**config.mk**
```make
export PLATFORM = sky130hd
export DESIGN_NAME = tfr_result_fifo
export DESIGN_NICKNAME = d
export VERILOG_FILES = /design/src/shared/tfr_pkg.sv /design/src/tfr_result_fifo.sv
export SDC_FILE = /design/constraint.sdc
export NUM_CORES = 1
export LEC_CHECK = 0
export BUFFER_PORTS_ARGS = -buffer_cell sky130_fd_sc_hd__buf_2
export CAP_MARGIN = 0
export CORE_ASPECT_RATIO = 0.7
export CORE_MARGIN = 4
export CORE_UTILIZATION = 60
export DETAILED_ROUTE_END_ITERATION = 7
export GPL_ROUTABILITY_DRIVEN = 0
export HOLD_SLACK_MARGIN = 0.15
export PLACE_DENSITY_LB_ADDON = 0.08
export SKIP_LAST_GASP = 1
export SLEW_MARGIN = 20
export SYNTH_ARGS = -nofsm -noshare
export SYNTH_HDL_FRONTEND = slang
export SYNTH_SLANG_ARGS = --single-unit
```
**constraint.sdc**
```tcl
create_clock -name sys_clk -period 14.6 [get_ports sys_clk]
set_input_delay 0.73 -clock sys_clk [delete_from_list [all_inputs] [get_ports sys_clk]]
set_output_delay 0.73 -clock sys_clk [all_outputs]
set_load 0.05 [all_outputs]
```
**src/shared/tfr_pkg.sv**
```systemverilog
`default_nettype none
package tfr_pkg;
   // ==========================================================
   // Register map
   localparam logic [7:0] TFR_ADDR_STATUS = 8'h00;
   localparam logic [7:0] TFR_ADDR_MODE = 8'h0B;
   localparam int TFR_ST_OVF_BIT = 0;
   localparam int TFR_ST_EMPTY_BIT = 1;
   localparam int TFR_ST_IRQ_BIT = 2;
   localparam int TFR_ST_TOUCH_BIT = 3;
   localparam int TFR_MD_MODE_LSB = 0;
   localparam int TFR_MD_SCAN_LSB = 2;
   localparam int TFR_MD_RES8_BIT = 4;
   localparam int TFR_MD_AVG_BIT = 5;
   localparam logic [7:0] TFR_MODE_RESET = 8'h00;
   // ==========================================================
   // Store geometry
   localparam int TFR_BLOCKS = 16;
   localparam int TFR_WORDS_PER_SLOT = 4;
   localparam int TFR_BITS_TOTAL = 1024;
   // ==========================================================
   // Tags
   localparam logic [1:0] TFR_ET_INITIAL = 2'h0;
   localparam logic [1:0] TFR_ET_MID = 2'h1;
   localparam logic [1:0] TFR_ET_RELEASE = 2'h2;
   localparam logic [1:0] TFR_ET_EOF = 2'h3;
   // ==========================================================
   // Timing
   localparam int TFR_CLK_NS = 100;
   localparam int TFR_SETTLE_NS = 20000;
   localparam int TFR_SETTLE_CYC = (TFR_SETTLE_NS + TFR_CLK_NS - 1) / TFR_CLK_NS;
   localparam int TFR_INTERVAL_US = 5000;
   localparam int TFR_INTERVAL_CYC = TFR_INTERVAL_US * 1000 / TFR_CLK_NS;

   typedef enum logic [1:0] {TFR_OP_POWER_DOWN_MODE, TFR_OP_DIRECT, TFR_OP_AUTO, TFR_OP_RSVD} tfr_op_t;
   typedef enum logic [1:0] {TFR_SC_RSVD, TFR_SC_XY, TFR_SC_XYZ1, TFR_SC_XYZ1Z2} tfr_scan_type_t;

   // One finished scan from the measurement engine, positions in X,Y,Z1,Z2 order
   typedef struct packed {
      logic [3:0][11:0] pos;
      logic touch_end;
      logic first;
      logic aperture_met;
   } tfr_scan_t;

   typedef struct packed {
      logic [11:0] pos;
      logic [1:0] mtag;
      logic [1:0] event_tag;
   } tfr_word_t;
endpackage
`default_nettype wire

```
**src/tfr_result_fifo.sv**
```systemverilog
// Overview of operation
// - With touch still present after a scan, idle timed until the interval expires.
// - No touch at scan end: return to touch-detect idle, wait for new touch.
// - Only initial, release, or aperture-qualified midpress blocks enter the store.
// - Interrupt rises on a logged block and stays while blocks remain in the store.
// - Reading with nothing stored returns a word tagged 11; host discards it.
// - Leaving power-down runs the pull-up settle sequence before sampling touch.
// - Mode change between normal modes clears interrupt and reruns settle sequence.
// - Store holds sixteen complete blocks, 1024 bits.
// - Blocks hold two, three or four 16-bit words per scan type.
// - When full, new qualifying blocks are dropped and old contents kept.
// - Overflow flag in status register 0x00 sets on data loss.
// - Any write to mode register 0x0B empties the store and drops the interrupt.
// - Store emptied on switching between autonomous and direct operation.
// - Words leave X, Y, Z1, Z2 order, MSB byte first, blocks in order.
// - A block commits whole, interrupt only after the full tagged block.
// - Word is position [15:4], measurement tag [3:2], event tag [1:0].
// - 8-bit results sit in [15:8]; low nibble zero unless averaging.
// - Every word of a block carries the event tag from the scan end.
// - Readback start moves a whole block to holding and frees its slot.
// - Interrupt clears when the newest block loads, not while others remain.
// - Measurement tag: X 00, Y 01, Z1 10, Z2 11.
// - Event tag: initial 00, midpress 01, release 10, end of data 11.
`timescale 1ns/1ps
`default_nettype none
module tfr_result_fifo #(
   parameter int INTERVAL_CYC = tfr_pkg::TFR_INTERVAL_CYC,
   parameter int BLOCKS = tfr_pkg::TFR_BLOCKS
) (
   // Clock and reset
   input wire logic sys_clk,
   input wire logic reset,
   input wire logic ce,
   // Register port
   input wire logic reg_wr,
   input wire logic reg_rd,
   input wire logic [7:0] reg_addr,
   input wire logic [7:0] reg_wdata,
   output logic [7:0] reg_rdata,
   // Panel and measurement engine
   input wire logic touch_pin,
   input wire logic scan_done,
   input wire tfr_pkg::tfr_scan_t scan_result,
   output logic scan_start,
   output logic panel_drive_en,
   // Block readback
   input wire logic blk_req,
   input wire logic link_clk,
   input wire logic link_sel_n,
   output logic [7:0] rd_byte,
   output logic rd_byte_stb,
   output logic blk_busy,
   // Interrupt pin
   output logic touch_irq_out
);
   import tfr_pkg::*;

   localparam int WORDS = BLOCKS * TFR_WORDS_PER_SLOT;
   localparam int PW = $clog2(BLOCKS);
   localparam int SETTLE_W = $clog2(TFR_SETTLE_CYC + 1);
   localparam int IVL_W = $clog2(INTERVAL_CYC + 1);

   typedef enum logic [2:0] {ST_POWER_DOWN_MODE, ST_SETTLE, ST_DIRECT, ST_TDM, ST_SCAN, ST_LPM} tfr_state_t;

   // Words in a block for the configured scan type
   function automatic logic [2:0] block_words(input logic [1:0] st);
      case (st)
         TFR_SC_XYZ1: block_words = 3'h3;
         TFR_SC_XYZ1Z2: block_words = 3'h4;
         default: block_words = 3'h2;
      endcase
   endfunction

   // ==========================================================
   // Pin synchronisers
   logic touch_s1_reg, touch_s2_reg;
   logic lclk_s1_reg, lclk_s2_reg, lclk_d_reg;
   logic lsel_s1_reg, lsel_s2_reg;
   always_ff @(posedge sys_clk or posedge reset) begin
      if (reset) begin
         touch_s1_reg <= 1'b0;
         touch_s2_reg <= 1'b0;
         lclk_s1_reg <= 1'b0;
         lclk_s2_reg <= 1'b0;
         lclk_d_reg <= 1'b0;
         lsel_s1_reg <= 1'b1;
         lsel_s2_reg <= 1'b1;
      end else if (ce) begin
         touch_s1_reg <= touch_pin;
         touch_s2_reg <= touch_s1_reg;
         lclk_s1_reg <= link_clk;
         lclk_s2_reg <= lclk_s1_reg;
         lclk_d_reg <= lclk_s2_reg;
         lsel_s1_reg <= link_sel_n;
         lsel_s2_reg <= lsel_s1_reg;
      end
   end
   logic link_rise;
   assign link_rise = lclk_s2_reg & ~lclk_d_reg & ~lsel_s2_reg;

   // ==========================================================
   // Mode register
   logic [7:0] mode_reg;
   logic mode_wr, mode_change;
   tfr_op_t op_now, op_new;
   assign mode_wr = reg_wr && reg_addr == TFR_ADDR_MODE;
   assign op_now = tfr_op_t'(mode_reg[TFR_MD_MODE_LSB +: 2]);
   assign op_new = tfr_op_t'(reg_wdata[TFR_MD_MODE_LSB +: 2]);
   assign mode_change = mode_wr && op_new != op_now;
   always_ff @(posedge sys_clk or posedge reset) begin
      if (reset) begin
         mode_reg <= TFR_MODE_RESET;
      end else if (ce && mode_wr) begin
         mode_reg <= reg_wdata;
      end
   end

   // ==========================================================
   // Scan sequencer
   tfr_state_t state_reg;
   logic [SETTLE_W-1:0] settle_reg;
   logic [IVL_W-1:0] ivl_reg;
   logic auto_on;
   assign auto_on = op_now == TFR_OP_AUTO;
   always_ff @(posedge sys_clk or posedge reset) begin
      if (reset) begin
         state_reg <= ST_POWER_DOWN_MODE;
         settle_reg <= '0;
         ivl_reg <= '0;
      end else if (ce) begin
         if (mode_change) begin
            // Panel capacitance from the previous setup could look like a touch
            state_reg <= op_new == TFR_OP_POWER_DOWN_MODE ? ST_POWER_DOWN_MODE : ST_SETTLE;
            settle_reg <= SETTLE_W'(TFR_SETTLE_CYC);
         end else begin
            case (state_reg)
               ST_POWER_DOWN_MODE: state_reg <= ST_POWER_DOWN_MODE;
               ST_SETTLE: begin
                  if (settle_reg > SETTLE_W'(1)) begin
                     settle_reg <= settle_reg - SETTLE_W'(1);
                  end else begin
                     state_reg <= auto_on ? ST_TDM : ST_DIRECT;
                  end
               end
               ST_DIRECT: state_reg <= ST_DIRECT;
               ST_TDM: begin
                  if (touch_s2_reg) begin
                     state_reg <= ST_SCAN;
                  end
               end
               ST_SCAN: begin
                  if (scan_done) begin
                     state_reg <= scan_result.touch_end ? ST_LPM : ST_TDM;
                     ivl_reg <= IVL_W'(INTERVAL_CYC);
                  end
               end
               ST_LPM: begin
                  if (ivl_reg > IVL_W'(1)) begin
                     ivl_reg <= ivl_reg - IVL_W'(1);
                  end else begin
                     state_reg <= ST_SCAN;
                  end
               end
               default: state_reg <= ST_POWER_DOWN_MODE;
            endcase
         end
      end
   end
   assign scan_start = ce && !mode_change && ((state_reg == ST_TDM && touch_s2_reg) ||
      (state_reg == ST_LPM && ivl_reg <= IVL_W'(1)));
   assign panel_drive_en = state_reg != ST_POWER_DOWN_MODE;

   // ==========================================================
   // Tagging and qualification
   logic [1:0] event_tag;
   logic qualify;
   logic [2:0] nwords;
   tfr_word_t [3:0] new_words;
   always_comb begin
      if (!scan_result.touch_end) begin
         event_tag = TFR_ET_RELEASE;
      end else if (scan_result.first) begin
         event_tag = TFR_ET_INITIAL;
      end else begin
         event_tag = TFR_ET_MID;
      end
      qualify = event_tag != TFR_ET_MID || scan_result.aperture_met;
      nwords = block_words(mode_reg[TFR_MD_SCAN_LSB +: 2]);
      for (int k = 0; k < 4; k++) begin
         new_words[k].pos = scan_result.pos[k];
         if (mode_reg[TFR_MD_RES8_BIT] && !mode_reg[TFR_MD_AVG_BIT]) begin
            new_words[k].pos[3:0] = 4'h0;
         end
         new_words[k].mtag = 2'(k);
         new_words[k].event_tag = event_tag;
      end
   end

   // ==========================================================
   // Block store
   tfr_word_t mem_reg [WORDS];
   logic [2:0] len_reg [BLOCKS];
   logic [PW-1:0] wp_reg, rp_reg;
   logic [PW:0] count_reg;
   logic commit, full, load, hold_free;
   assign full = count_reg == (PW+1)'(BLOCKS);
   assign commit = ce && state_reg == ST_SCAN && scan_done && qualify && !full && !mode_wr;
   assign load = ce && blk_req && hold_free && !mode_wr;
   always_ff @(posedge sys_clk) begin
      if (commit) begin
         for (int k = 0; k < 4; k++) begin
            mem_reg[{wp_reg, 2'(k)}] <= new_words[k];
         end
         len_reg[wp_reg] <= nwords;
      end
   end
   always_ff @(posedge sys_clk or posedge reset) begin
      if (reset) begin
         wp_reg <= '0;
         rp_reg <= '0;
         count_reg <= '0;
      end else if (ce) begin
         if (mode_wr) begin
            wp_reg <= '0;
            rp_reg <= '0;
            count_reg <= '0;
         end else begin
            if (commit) begin
               wp_reg <= wp_reg + PW'(1);
            end
            if (load && count_reg != '0) begin
               rp_reg <= rp_reg + PW'(1);
            end
            count_reg <= count_reg + (PW+1)'(commit) - (PW+1)'(load && count_reg != '0);
         end
      end
   end

   // ==========================================================
   // Overflow flag and interrupt, set wins over clear
   logic ovf_reg, irq_reg;
   logic last_load;
   assign last_load = load && count_reg == (PW+1)'(1);
   always_ff @(posedge sys_clk or posedge reset) begin
      if (reset) begin
         ovf_reg <= 1'b0;
      end else if (ce) begin
         if (state_reg == ST_SCAN && scan_done && qualify && full) begin
            ovf_reg <= 1'b1;
         end else if (mode_wr) begin
            ovf_reg <= 1'b0;
         end
      end
   end
   always_ff @(posedge sys_clk or posedge reset) begin
      if (reset) begin
         irq_reg <= 1'b0;
      end else if (ce) begin
         if (commit) begin
            irq_reg <= 1'b1;
         end else if (mode_wr || last_load) begin
            irq_reg <= 1'b0;
         end
      end
   end
   assign touch_irq_out = irq_reg;

   // ==========================================================
   // Holding buffer, one whole block or one end-of-data word
   tfr_word_t [3:0] hold_reg;
   logic [2:0] hold_n_reg, hold_i_reg;
   logic push, push_rdy;
   assign hold_free = hold_i_reg == hold_n_reg;
   assign push = !hold_free;
   always_ff @(posedge sys_clk or posedge reset) begin
      if (reset) begin
         hold_reg <= '0;
         hold_n_reg <= '0;
         hold_i_reg <= '0;
      end else if (ce) begin
         if (load) begin
            hold_i_reg <= '0;
            if (count_reg != '0) begin
               for (int k = 0; k < 4; k++) begin
                  hold_reg[k] <= mem_reg[{rp_reg, 2'(k)}];
               end
               hold_n_reg <= len_reg[rp_reg];
            end else begin
               hold_reg[0] <= '{pos: 12'h000, mtag: 2'h0, event_tag: TFR_ET_EOF};
               hold_n_reg <= 3'h1;
            end
         end else if (push && push_rdy) begin
            hold_i_reg <= hold_i_reg + 3'h1;
         end
      end
   end

   // ==========================================================
   // Two-entry word buffer between holding and the serial shifter
   tfr_word_t buf_reg [2];
   logic [1:0] buf_cnt_reg;
   logic buf_rp_reg, buf_wp_reg;
   logic pop, pop_vld;
   assign push_rdy = buf_cnt_reg != 2'h2;
   assign pop_vld = buf_cnt_reg != 2'h0;
   always_ff @(posedge sys_clk or posedge reset) begin
      if (reset) begin
         buf_reg[0] <= '0;
         buf_reg[1] <= '0;
         buf_cnt_reg <= '0;
         buf_rp_reg <= 1'b0;
         buf_wp_reg <= 1'b0;
      end else if (ce) begin
         if (push && push_rdy) begin
            buf_reg[buf_wp_reg] <= hold_reg[hold_i_reg[1:0]];
            buf_wp_reg <= ~buf_wp_reg;
         end
         if (pop && pop_vld) begin
            buf_rp_reg <= ~buf_rp_reg;
         end
         buf_cnt_reg <= buf_cnt_reg + 2'(push && push_rdy) - 2'(pop && pop_vld);
      end
   end

   // ==========================================================
   // Serial byte shifter, one byte per link clock rise
   logic [7:0] lsb_reg;
   logic half_reg;
   // Stalls on an idle link so the word buffer truly fills
   assign pop = link_rise && !half_reg;
   always_ff @(posedge sys_clk or posedge reset) begin
      if (reset) begin
         rd_byte <= 8'h00;
         rd_byte_stb <= 1'b0;
         lsb_reg <= 8'h00;
         half_reg <= 1'b0;
      end else if (ce) begin
         rd_byte_stb <= 1'b0;
         if (link_rise && half_reg) begin
            rd_byte <= lsb_reg;
            rd_byte_stb <= 1'b1;
            half_reg <= 1'b0;
         end else if (pop && pop_vld) begin
            rd_byte <= buf_reg[buf_rp_reg][15:8];
            lsb_reg <= buf_reg[buf_rp_reg][7:0];
            rd_byte_stb <= 1'b1;
            half_reg <= 1'b1;
         end
      end
   end
   // Host abandoning a block mid-way leaves words queued; they go out first on later link clocks, and no load starts until holding drains
   assign blk_busy = !hold_free || pop_vld || half_reg;

   // ==========================================================
   // Register reads
   logic [7:0] status;
   // Bit by bit, so no flag is lost to the width of a one-bit shift
   always_comb begin
      status = 8'h00;
      status[TFR_ST_OVF_BIT] = ovf_reg;
      status[TFR_ST_EMPTY_BIT] = count_reg == '0;
      status[TFR_ST_IRQ_BIT] = irq_reg;
      status[TFR_ST_TOUCH_BIT] = touch_s2_reg;
   end
   always_ff @(posedge sys_clk or posedge reset) begin
      if (reset) begin
         reg_rdata <= 8'h00;
      end else if (ce && reg_rd) begin
         case (reg_addr)
            TFR_ADDR_STATUS: reg_rdata <= status;
            TFR_ADDR_MODE: reg_rdata <= mode_reg;
            default: reg_rdata <= 8'h00;
         endcase
      end
   end
endmodule
`default_nettype wire

```
==> key figures, run 1 <==
Timing
  – Worst Max-Slew Pin Slew: 1.15 ns
  – Tcrit/Tclk final: 33.7%
  – Peak Freq: 0.203 GHz
  – Fin Setup TNS: 0 ns
  – Max Slew Vio Count: 0
  – Hold Vio Cnt, Final: 0
  – Normalized max-slew margin: 21.3%
  – Skew final: 0.0177 ns
  – Final setup fails: 0
  – RSZ-0062 raised after global routing: false
  – Minimum clock period: 4.93 ns

Clock tree
  – Num CTS Buffers: 92
  – Setup bufs post-CTS: 0
  – CTS tree: yes
  – Worst-path clk slew: 0.06 ns
  – H-tree depth: 3
  – CTS Hold Bufs: 0
  – Post_cts resized: 0
  – Clock sinks: 1026
  – CTS root buffer: clkbuf_16
  – Worst-Skew Late Latency: 0.66 ns
  – Max Buffers Root-to-Sink: 3

Critical path
  – Reg-to-reg slack, setup: 9.67 ns
  – Reg2reg start: count_reg[3]
  – Crit path to: count_reg[4]
  – CP startpoint: count_reg[3]
  – CP Max Fanout: 84
  – Critical R2R Capture: count_reg[4]
  – CP Capture Type: register
  – R2R depth: 17
  – Crit Path Category: register to register
  – Critical path arrival: 5.49 ns
  – Worst endpoint required time: 15.17 ns
  – Worst setup SP type: register

Logic synthesis
  – Number of enable flip-flop cells after synthesis: 848
  – Syn_nets: 2195
  – Synth unique cells: 82
  – Area of the mapped netlist: 0.0405 sq mm
  – Main synth FF type: edfxtp_1
  – Synthesis warning total: 0
  – Yosys reg bits: 1026
  – Post-synthesis sequential area ratio: 73.9%
  – Asr flop ratio synth: 17.3%
  – Avg Cell Area, Syn: 19.3 sq um
  – Synthesized instance count: 2099

Route
  – DR vias/cell: 6.52
  – DRT antenna net count: 0
  – Vias: 20783
  – Detailed Route Iter0 Violations: 2366
  – DRC: 0
  – First drt pass iteration count: 5
  – Drt wl/cell: 28.6 um
  – Post-Route WL: 91300 um

Layout
  – Post-Route Utilization: 67.6%
  – Max reg flops: 800
  – Layout area overhead: 11.2%
  – Final nets: 2312
  – Share of cells above drive strength 1: 26.1%

Power
  – Cell Pwr Density: 168 mW/mm^2
  – LEAKAGE: 15.4 nW
  – Worst vdd ir: 0.148 mV

Floorplan
  – Chip width: 318 um
  – Die Footprint: 0.0717 sq mm
  – Height of the chip: 225 um
  – Initial Util: 60.8%
  – Num rows: 79
  – Core ar.: 0.0666 sq mm
  – # IOs: 98

Placement
  – DPL Wire Length: 49100 um
  – Buffers on Ports: 97

Global routing
  – Via count of the first global-routing pass: 20810
  – Gr usage total: 25.7%
  – Largest net degree at the start of global routing: 114
  – First-pass GRT wire length: 136000 um
  – GR Overflow Total: 0
  – Antenna violations before repair: 3

Worst hold path
  – Min-Delay Path Class: input port to async pin

Status
  – Status: finished clean

Run
  – Max-cap violations: 0
[layer usage]
| layer | GRT usage [%] | up-vias | share of wire, % |
|---|---|---|---|
| li1 | - | 8786 | - |
| met1 | 39.1 | 11035 | 42 |
| met2 | 40.2 | 832 | 48 |
| met3 | 4.29 | 128 | 7.6 |
| met4 | 6.16 | 2 | 2.0 |
| met5 | 0 | - | 0.014 |
[cells in the mapped netlist (8+ instances only)]
library cell | instances | area, sq um
nand2b_1 | 11 | 68.8
a22o_1 | 45 | 394
and2_1 | 29 | 181
mux4_2 | 221 | 4980
or3_1 | 8 | 50.1
nand3_1 | 22 | 110
edfxtp_1 | 848 | 25500
nor2_1 | 46 | 173
buf_2 | 29 | 145
o21ai_0 | 76 | 380
xor2_1 | 9 | 78.8
nand4_1 | 8 | 50.1
clkbuf_1 | 64 | 240
inv_1 | 33 | 124
nor3_1 | 21 | 105
ha_1 | 18 | 225
xnor2_1 | 10 | 87.6
mux2_2 | 53 | 597
nand2_1 | 90 | 338
dfrtp_1 | 176 | 4400
a21oi_1 | 44 | 220
nor4_1 | 9 | 56.3
mux2i_1 | 39 | 390
a221oi_1 | 46 | 403
nor2b_1 | 15 | 93.8
[layout make-up]
| cell class | instances | area (sq um) |
|---|---|---|
| inverter | 37 | 146 |
| antenna | 3 | 7.51 |
| clock inverter | 41 | 443 |
| timing repair buffer | 136 | 791 |
| clock buffer | 130 | 2600 |
| tap | 891 | 1110 |
| fill | 4356 | 21600 |
| multi-input combinational | 923 | 9980 |
| sequential | 1026 | 29900 |
[worst min path at each step]
stage	startpoint	to	cells after the start
2_1_floorplan	hold_reg[36]	hold_reg[36]	2
3_3_place_gp	reg_rdata[6]	reg_rdata[6]	2
3_5_place_dp	reg_rdata[7]	reg_rdata[7]	2
4_1_cts	reset	ivl_reg[5]	2
5_1_grt	reset	ivl_reg[15]	2
6_report	reset	ivl_reg[14]	2
[critical path, stage by stage (launching register included)]
cell and delay [ns]:
dfrtp_1 0.38, inv_1 0.11, ha_1 0.18, or3b_2 0.46
nor2_1 0.76, or3_2 0.25, buf_4 0.67, inv_2 0.20
ha_1 0.33, inv_1 0.06, ha_1 0.15, inv_1 0.06
fa_1 0.40, nand2b_1 0.18, a21oi_1 0.19, o21ai_0 0.13
a211o_1 0.27, o21ai_0 0.07
[report_power, final]
part           switching (mW)  internal [mW]
clock network            1.04           1.39
registers               0.177           3.33
logic                   0.851          0.793
total                    2.07           5.51
[metrics by stage]
step	cells	hold WS (ns)	power, mW	worst slack, ns	area, sq um
finish	3187	0.217	7.58	9.67	45000
global route	3185	0.296	7.91	9.41	45000
CTS	3184	0.261	7.64	9.67	45000
detailed placement	3013	0.465	5.22	9.72	41900
global placement	3013	0.461	5.19	9.81	41900
floorplan	2099	0.445	4.80	7.40	40500
[logic make-up (layout without fill, tap and decap cells)]
kind of cell	Yosys count	after routing	share of synthesized area [%]
buffers and inverters	150	344	1.71
muxes	314	314	14.8
xor gates and xnor gates	19	19	0.411
DFF	1026	1026	73.9
adders and majority gates	19	19	0.606
other	0	3	0
AOI/OAI and AO/OA	275	275	4.74
and+or+nand+nor	296	296	3.85
[cells in the final DEF, fill, tap and decap left out, types with 20 or more instances in the layout]
| cell type | count |
|---|---|
| buf_2 | 97 |
| mux4_2 | 221 |
| a221oi_1 | 46 |
| dfrtp_1 | 174 |
| and2_1 | 20 |
| nor3_1 | 21 |
| nand2_1 | 90 |
| clkbuf_16 | 95 |
| nor2_1 | 40 |
| mux2i_1 | 39 |
| edfxtp_1 | 848 |
| o21ai_0 | 76 |
| inv_1 | 32 |
| nand3_1 | 22 |
| clkbuf_1 | 25 |
| a21oi_1 | 44 |
| mux2_2 | 53 |
| buf_4 | 38 |
| a22o_1 | 45 |
No activity file was read; power rests on OpenSTA's default activity.
==> run 2: changes to the inputs <==
==> constraint.sdc (replaced) <==
create_clock -name sys_clk -period 4.9 [get_ports sys_clk]
set_input_delay 0.245 -clock sys_clk [delete_from_list [all_inputs] [get_ports sys_clk]]
set_output_delay 0.245 -clock sys_clk [all_outputs]
set_load 0.05 [all_outputs]
==> run 2 against run 1 <==
Net effect:
- first-iteration DRC count is 0.68% higher
- via count is 0.37% higher
- clock-buffer cell count is 9 lower
- flip-flop and latch count stayed put
- cell count is 2.0% higher
- critical path depth is 1 higher
- core utilization is 1.2 points higher
- critical path type is now input port to register
- highest routed layer is now met4
==> key figures, run 2 (synthesis gave the netlist of run 1 again) <==
Status
  – Status: finished clean

Floorplan
  – # IOs: 98 (unchanged)
  – Height of the chip: 225 um (unchanged)
  – Num rows: 79 (unchanged)
  – Chip width: 318 um (unchanged)
  – Core ar.: 0.0666 sq mm (unchanged)
  – Initial Util: 60.8% (unchanged)
  – Die Footprint: 0.0717 sq mm (unchanged)

Global routing
  – GR Overflow Total: 0 (unchanged)
  – Gr usage total: 25.6% (-0.17 points)
  – Antenna violations before repair: 0 (-3)
  – First-pass GRT wire length: 136000 um (+0.62%)
  – Largest net degree at the start of global routing: 102 (-11%)
  – Via count of the first global-routing pass: 20995 (+0.89%)

Critical path
  – Critical path arrival: 4.58 ns (-0.91 ns)
  – Reg-to-reg slack, setup: 0.92 ns (-8.75 ns)
  – CP startpoint: reg_addr[7]
  – CP Max Fanout: 12 (-86%)
  – Critical R2R Capture: count_reg[4]
  – CP Capture Type: register
  – CP max stage delay: 0.60 ns (-0.16 ns)
  – R2R depth: 14 (-3)
  – Crit Path Category: input port to register
  – Reg2reg start: state_reg[0]
  – Critical-path cell list: dlygate4sd3_1 -> buf_2 -> or4b_4 -> dlygate4sd3_1 -> nor3_2 -> buf_4 -> nor2_1 -> clkinv_1 -> ha_1 -> inv_1 -> ha_1 -> inv_1 -> fa_1 -> nand2b_1 -> a21oi_1 -> o21ai_0 -> a31oi_1 -> o21ai_0
  – Worst endpoint required time: 5.46 ns (-9.71 ns)
  – Slowest CP cell: dlygate4sd3_1
  – Worst setup SP type: input port

Worst hold path
  – Hold path depth: 2
  – Min-Delay Endpoint: mem_reg[13][7]
  – Min-delay src: scan_result[18]
  – Min-Delay Path Class: input port to register

Layout
  – Share of cells above drive strength 1: 25.6% (-0.49 points)
  – Final Cell Area: 0.0458 sq mm (+1.7%)
  – Most frequent cells in the layout: edfxtp_1 (848), mux4_2 (221), dfrtp_1 (174), buf_2 (97), clkbuf_16 (93)
  – ANT cells: 0 (-3)
  – Layout area overhead: 13.1%
  – Max reg flops: 800 (unchanged)
  – Commonest non-fill, non-tap cell in the layout: edfxtp_1
  – Sequential cell area: 0.0299 sq mm (unchanged)
  – Multi-input gate area: 0.00999 sq mm (about the same)
  – Final nets: 2376 (+2.8%)
  – Fillers: 4231 (-2.9%)

Route
  – DRC: 0 (unchanged)
  – Detailed Route Iter0 Violations: 2382 (+0.68%)
  – Post-Route WL: 90000 um (-1.5%)
  – Vias: 20860 (+0.37%)
  – Drt wl/cell: 27.7 um (-3.4%)
  – DR vias/cell: 6.42 (-1.6%)
  – First drt pass iteration count: 5 (unchanged)
  – DRT antenna net count: 0 (unchanged)

Timing
  – Normalized max-slew margin: 28.6% (+7.3 points)
  – Hold Vio Cnt, Final: 0 (unchanged)
  – RSZ-0062 raised after global routing: false
  – Minimum clock period: 4.03 ns
  – Tcrit/Tclk final: 82.2%
  – Final setup fails: 0 (unchanged)
  – Skew final: 0.0228 ns (+0.00511 ns)
  – Peak Freq: 0.248 GHz
  – Worst Max-Slew Pin Slew: 1.07 ns (-0.0832 ns)
  – Max Slew Vio Count: 0 (unchanged)
  – Worst hold slack: 0.181 ns (-0.0365 ns)
  – Fin Setup TNS: 0 ns (unchanged)

Clock tree
  – CTS Hold Bufs: 59 (+59)
  – Worst-Skew Late Latency: 0.68 ns (+0.02 ns)
  – H-tree depth: 3 (unchanged)
  – Clock sinks: 1026 (unchanged)
  – Setup bufs post-CTS: 0 (unchanged)
  – CTS root buffer: clkbuf_16
  – Worst-path clk slew: 0.07 ns (about the same)
  – Num CTS Buffers: 92 (unchanged)
  – Post_cts resized: 0 (unchanged)
  – CTS tree: yes
  – Max Buffers Root-to-Sink: 3 (unchanged)

Power
  – Cell Pwr Density: 497 mW/mm^2 (+190%)
  – Worst vdd ir: 0.302 mV (+100%)
  – LEAKAGE: 15.6 nW (+1.9%)

Placement
  – Placed cell areas: 0.0421 sq mm (+0.47%)
  – Buffers on Ports: 97 (unchanged)
  – DPL Wire Length: 50100 um (+2.0%)

Run
  – Max-cap violations: 0 (unchanged)
-- run 2: how the worst max path moves through the flow --
stage                          endpoint  cells past startpoint
after detailed placement   count_reg[4]                     14
final                      count_reg[4]                     18
after floorplan           len_reg[0][0]                      7
after global routing       count_reg[4]                     14
after CTS                  count_reg[4]                     18
after global placement     count_reg[4]                     14
-- run 2: through the flow --
stage / cells / setup slack, ns / utilization (%) / power, mW
2_1_floorplan: 2099 / -2.04 / - / 14.3
3_3_place_gp: 3018 / 1.17 / 63.3 / 15.6
3_5_place_dp: 3018 / 1.10 / 63.3 / 15.7
4_1_cts: 3251 / 1.01 / 68.7 / 22.9
5_1_grt: 3251 / 0.615 / 68.7 / 23.8
6_report: 3251 / 0.873 / 68.7 / 22.7
-- run 2: area by class of cell --
type,count,share of cell area [%]
inverter,37,0.311
sequential,1026,65.4
multi-input combinational,923,21.8
clock inverter,53,1.18
clock buffer,121,5.46
tap,891,2.43
timing repair buffer,200,3.45
-- run 2: layer usage --
metal / vias up / global-route usage [%] / share of wire (%)
li1: 8897 / - / -
met4: 0 / 5.72 / 2.0
met1: 11029 / 39.8 / 44
met2: 788 / 38.8 / 47
met3: 146 / 4.71 / 7.3
met5: - / 0 / 0
-- run 2: power breakdown --
group          internal (mW)  switching (mW)
logic                   2.43            2.53
clock network           4.06            3.20
registers               9.93           0.597
total                   16.4            6.32
-- run 2: worst max-delay path, delay by kind of cell --
kind,cells,cell delay (ns)
AO/OA/AOI/OAI,4,0.65
AND/OR/NAND/NOR,4,0.96
buffers and inverters,7,1.87
adder cells (fa/ha/maj),3,0.84
==> run 3: changes to the inputs <==
==> constraint.sdc (replaced) <==
create_clock -name sys_clk -period 4.1 [get_ports sys_clk]
set_input_delay 0.205 -clock sys_clk [delete_from_list [all_inputs] [get_ports sys_clk]]
set_output_delay 0.205 -clock sys_clk [all_outputs]
set_load 0.05 [all_outputs]
==> run 3 against run 2 <==
Net effect:
- total power is 20% higher
- core utilization rose by 0.57 points
- combinational power is 28% higher
- global-route usage increased by 0.43 points
- first-iteration DRC count down 0.80%
- routed wire length increased by 1.6%
- critical path depth fell by 1
- die area unchanged
- largest power group unchanged
==> key figures, run 3 (synthesis gave the netlist of run 1 again) <==
Status
  – Status: finished clean

Global routing
  – First-pass GRT wire length: 139000 um (+1.7%)
  – GR Overflow Total: 0 (unchanged)
  – Via count of the first global-routing pass: 21371 (+1.8%)
  – Antenna violations before repair: 2 (+2)
  – Gr usage total: 26.0% (+0.43 points)
  – Largest net degree at the start of global routing: 151 (+48%)

Clock tree
  – Num CTS Buffers: 93 (+1.1%)
  – Worst-path clk slew: 0.07 ns (about the same)
  – Clock sinks: 1026 (unchanged)
  – Post_cts resized: 0 (unchanged)
  – H-tree depth: 3 (unchanged)
  – CTS root buffer: clkbuf_16
  – Max Buffers Root-to-Sink: 3 (unchanged)
  – CTS tree: yes
  – Worst-Skew Late Latency: 0.65 ns (-0.03 ns)

Route
  – Vias: 21090 (+1.1%)
  – Post-Route WL: 91400 um (+1.6%)
  – DR vias/cell: 6.43 (+0.21%)
  – DRT antenna net count: 0 (unchanged)
  – DRC: 0 (unchanged)
  – First drt pass iteration count: 5 (unchanged)
  – Detailed Route Iter0 Violations: 2363 (-0.80%)
  – Drt wl/cell: 27.9 um (+0.68%)

Critical path
  – CP max stage delay: 0.62 ns (+0.02 ns)
  – CP Max Fanout: 7 (-5)
  – Worst endpoint required time: 4.66 ns (-0.80 ns)
  – Slowest CP cell: dlygate4sd3_1
  – Crit Path Category: input port to register
  – Critical-path cell list: dlygate4sd3_1 -> buf_2 -> or4b_4 -> dlygate4sd3_1 -> o31ai_4 -> or3_2 -> inv_2 -> ha_1 -> inv_1 -> ha_1 -> inv_1 -> fa_1 -> nand2b_1 -> a21oi_1 -> o21ai_0 -> a211o_1 -> o21ai_0
  – CP Buf/Inv Count: 6 (-1)
  – Worst setup SP type: input port
  – CP Capture Type: register
  – Critical path arrival: 4.42 ns (-0.16 ns)
  – Top Family by Delay on Critical Path: buffers and inverters

Power
  – Worst vdd ir: 0.410 mV (+36%)
  – Cell Pwr Density: 594 mW/mm^2 (+19%)
  – LEAKAGE: 15.8 nW (+1.1%)

Layout
  – ANT cells: 0 (unchanged)
  – Layout Cells excl Fill: 3280 (+0.89%)
  – Most frequent cells in the layout: edfxtp_1 (848), mux4_2 (221), dfrtp_1 (174), buf_2 (97), clkbuf_16 (95)
  – Commonest non-fill, non-tap cell in the layout: edfxtp_1
  – Layout area overhead: 14.1%
  – Max reg flops: 800 (unchanged)
  – Final nets: 2407 (+1.3%)
  – Share of cells above drive strength 1: 26.2% (+0.65 points)

Timing
  – Max Slew Vio Count: 0 (unchanged)
  – Peak Freq: 0.259 GHz
  – Final setup fails: 0 (unchanged)
  – Skew final: 0.0252 ns (+0.00240 ns)
  – Fin Setup TNS: 0 ns (unchanged)
  – Hold Vio Cnt, Final: 0 (unchanged)
  – RSZ-0062 raised after global routing: false
  – Worst Max-Slew Pin Slew: 1.06 ns (-0.0122 ns)
  – Worst hold slack: 0.190 ns (+0.00995 ns)
  – Minimum clock period: 3.86 ns
  – Tcrit/Tclk final: 94.1%
  – Normalized max-slew margin: 29.2% (+0.60 points)

Floorplan
  – Core ar.: 0.0666 sq mm (unchanged)
  – Chip width: 318 um (unchanged)
  – # IOs: 98 (unchanged)
  – Num rows: 79 (unchanged)
  – Height of the chip: 225 um (unchanged)
  – Die Footprint: 0.0717 sq mm (unchanged)
  – Initial Util: 60.8% (unchanged)

Placement
  – DPL Wire Length: 52700 um (+5.3%)
  – Placed Cells: 3046 (+0.93%)
  – Buffers on Ports: 97 (unchanged)

Run
  – Max-cap violations: 0 (unchanged)

Worst hold path
  – Min-Delay Path Class: input port to register
-- run 3: cell types whose count changed in the layout (fill, tap and decap cells not counted), moves of 4 or more --
cell and change:
buf_12 +12, nor4_4 +4, clkinv_2 -4, buf_4 +17
nor4_2 -4
-- run 3: where the power goes --
| part | internal (mW) | leakage, nW | switching, mW |
|---|---|---|---|
| registers | 11.9 | 9.87 | 0.626 |
| logic | 3.07 | 4.48 | 3.27 |
| clock network | 4.86 | 1.46 | 3.72 |
| total | 19.8 | 15.8 | 7.61 |
-- run 3: path summary, 6_finish.rpt --
path / startpoint / depth (start not counted) / slack [ns] / endpoint
hold reg to reg: reg_rdata[7] / 2 / 0.48 / reg_rdata[7]
max in group asynchronous: reset / 4 / 3.06 / hold_reg[63]
setup / recovery: reg_addr[6] / 17 / 0.24 / count_reg[4]
setup reg to reg: state_reg[1] / 14 / 0.52 / count_reg[4]
hold / removal: scan_result[28] / 2 / 0.19 / mem_reg[18][5]
min in group asynchronous: reset / 4 / 0.24 / ivl_reg[13]
-- run 3: per-stage QoR --
| step | total power, mW | cell area (sq um) | util, % | setup WS (ns) |
|---|---|---|---|---|
| finish | 27.4 | 46200 | 69.3 | 0.240 |
| detailed placement | 19.0 | 42500 | 63.9 | 0.594 |
| global route | 28.6 | 46200 | 69.3 | 0.0141 |
| floorplan | 17.1 | 40500 | - | -0.664 |
| global placement | 18.9 | 42500 | 63.9 | 0.638 |
| CTS | 27.6 | 46100 | 69.3 | 0.282 |
-- run 3: final cells by class --
cell class	instances	area (sq um)
timing repair buffer	230	1960
multi-input combinational	923	10000
inverter	37	143
fill	4231	20400
clock buffer	127	2580
tap	891	1110
clock inverter	46	429
sequential	1026	29900
-- run 3: layer usage --
metal / up-vias / global-route usage [%] / part of all wire (%)
met5: - / 0 / 0.012
met4: 2 / 5.69 / 1.8
met3: 121 / 3.33 / 6.9
met2: 825 / 40.8 / 48
met1: 11180 / 40.3 / 43
li1: 8962 / - / -
-- run 3: what timing repair did --
| action | 4_1_cts | 5_1_grt |
|---|---|---|
| hold endpoints to repair | 753 | 0 |
| endpoints found under the setup margin | 0 | 1 |
| hold buffers | 59 | 0 |
| buffers inserted | 0 | 1 |
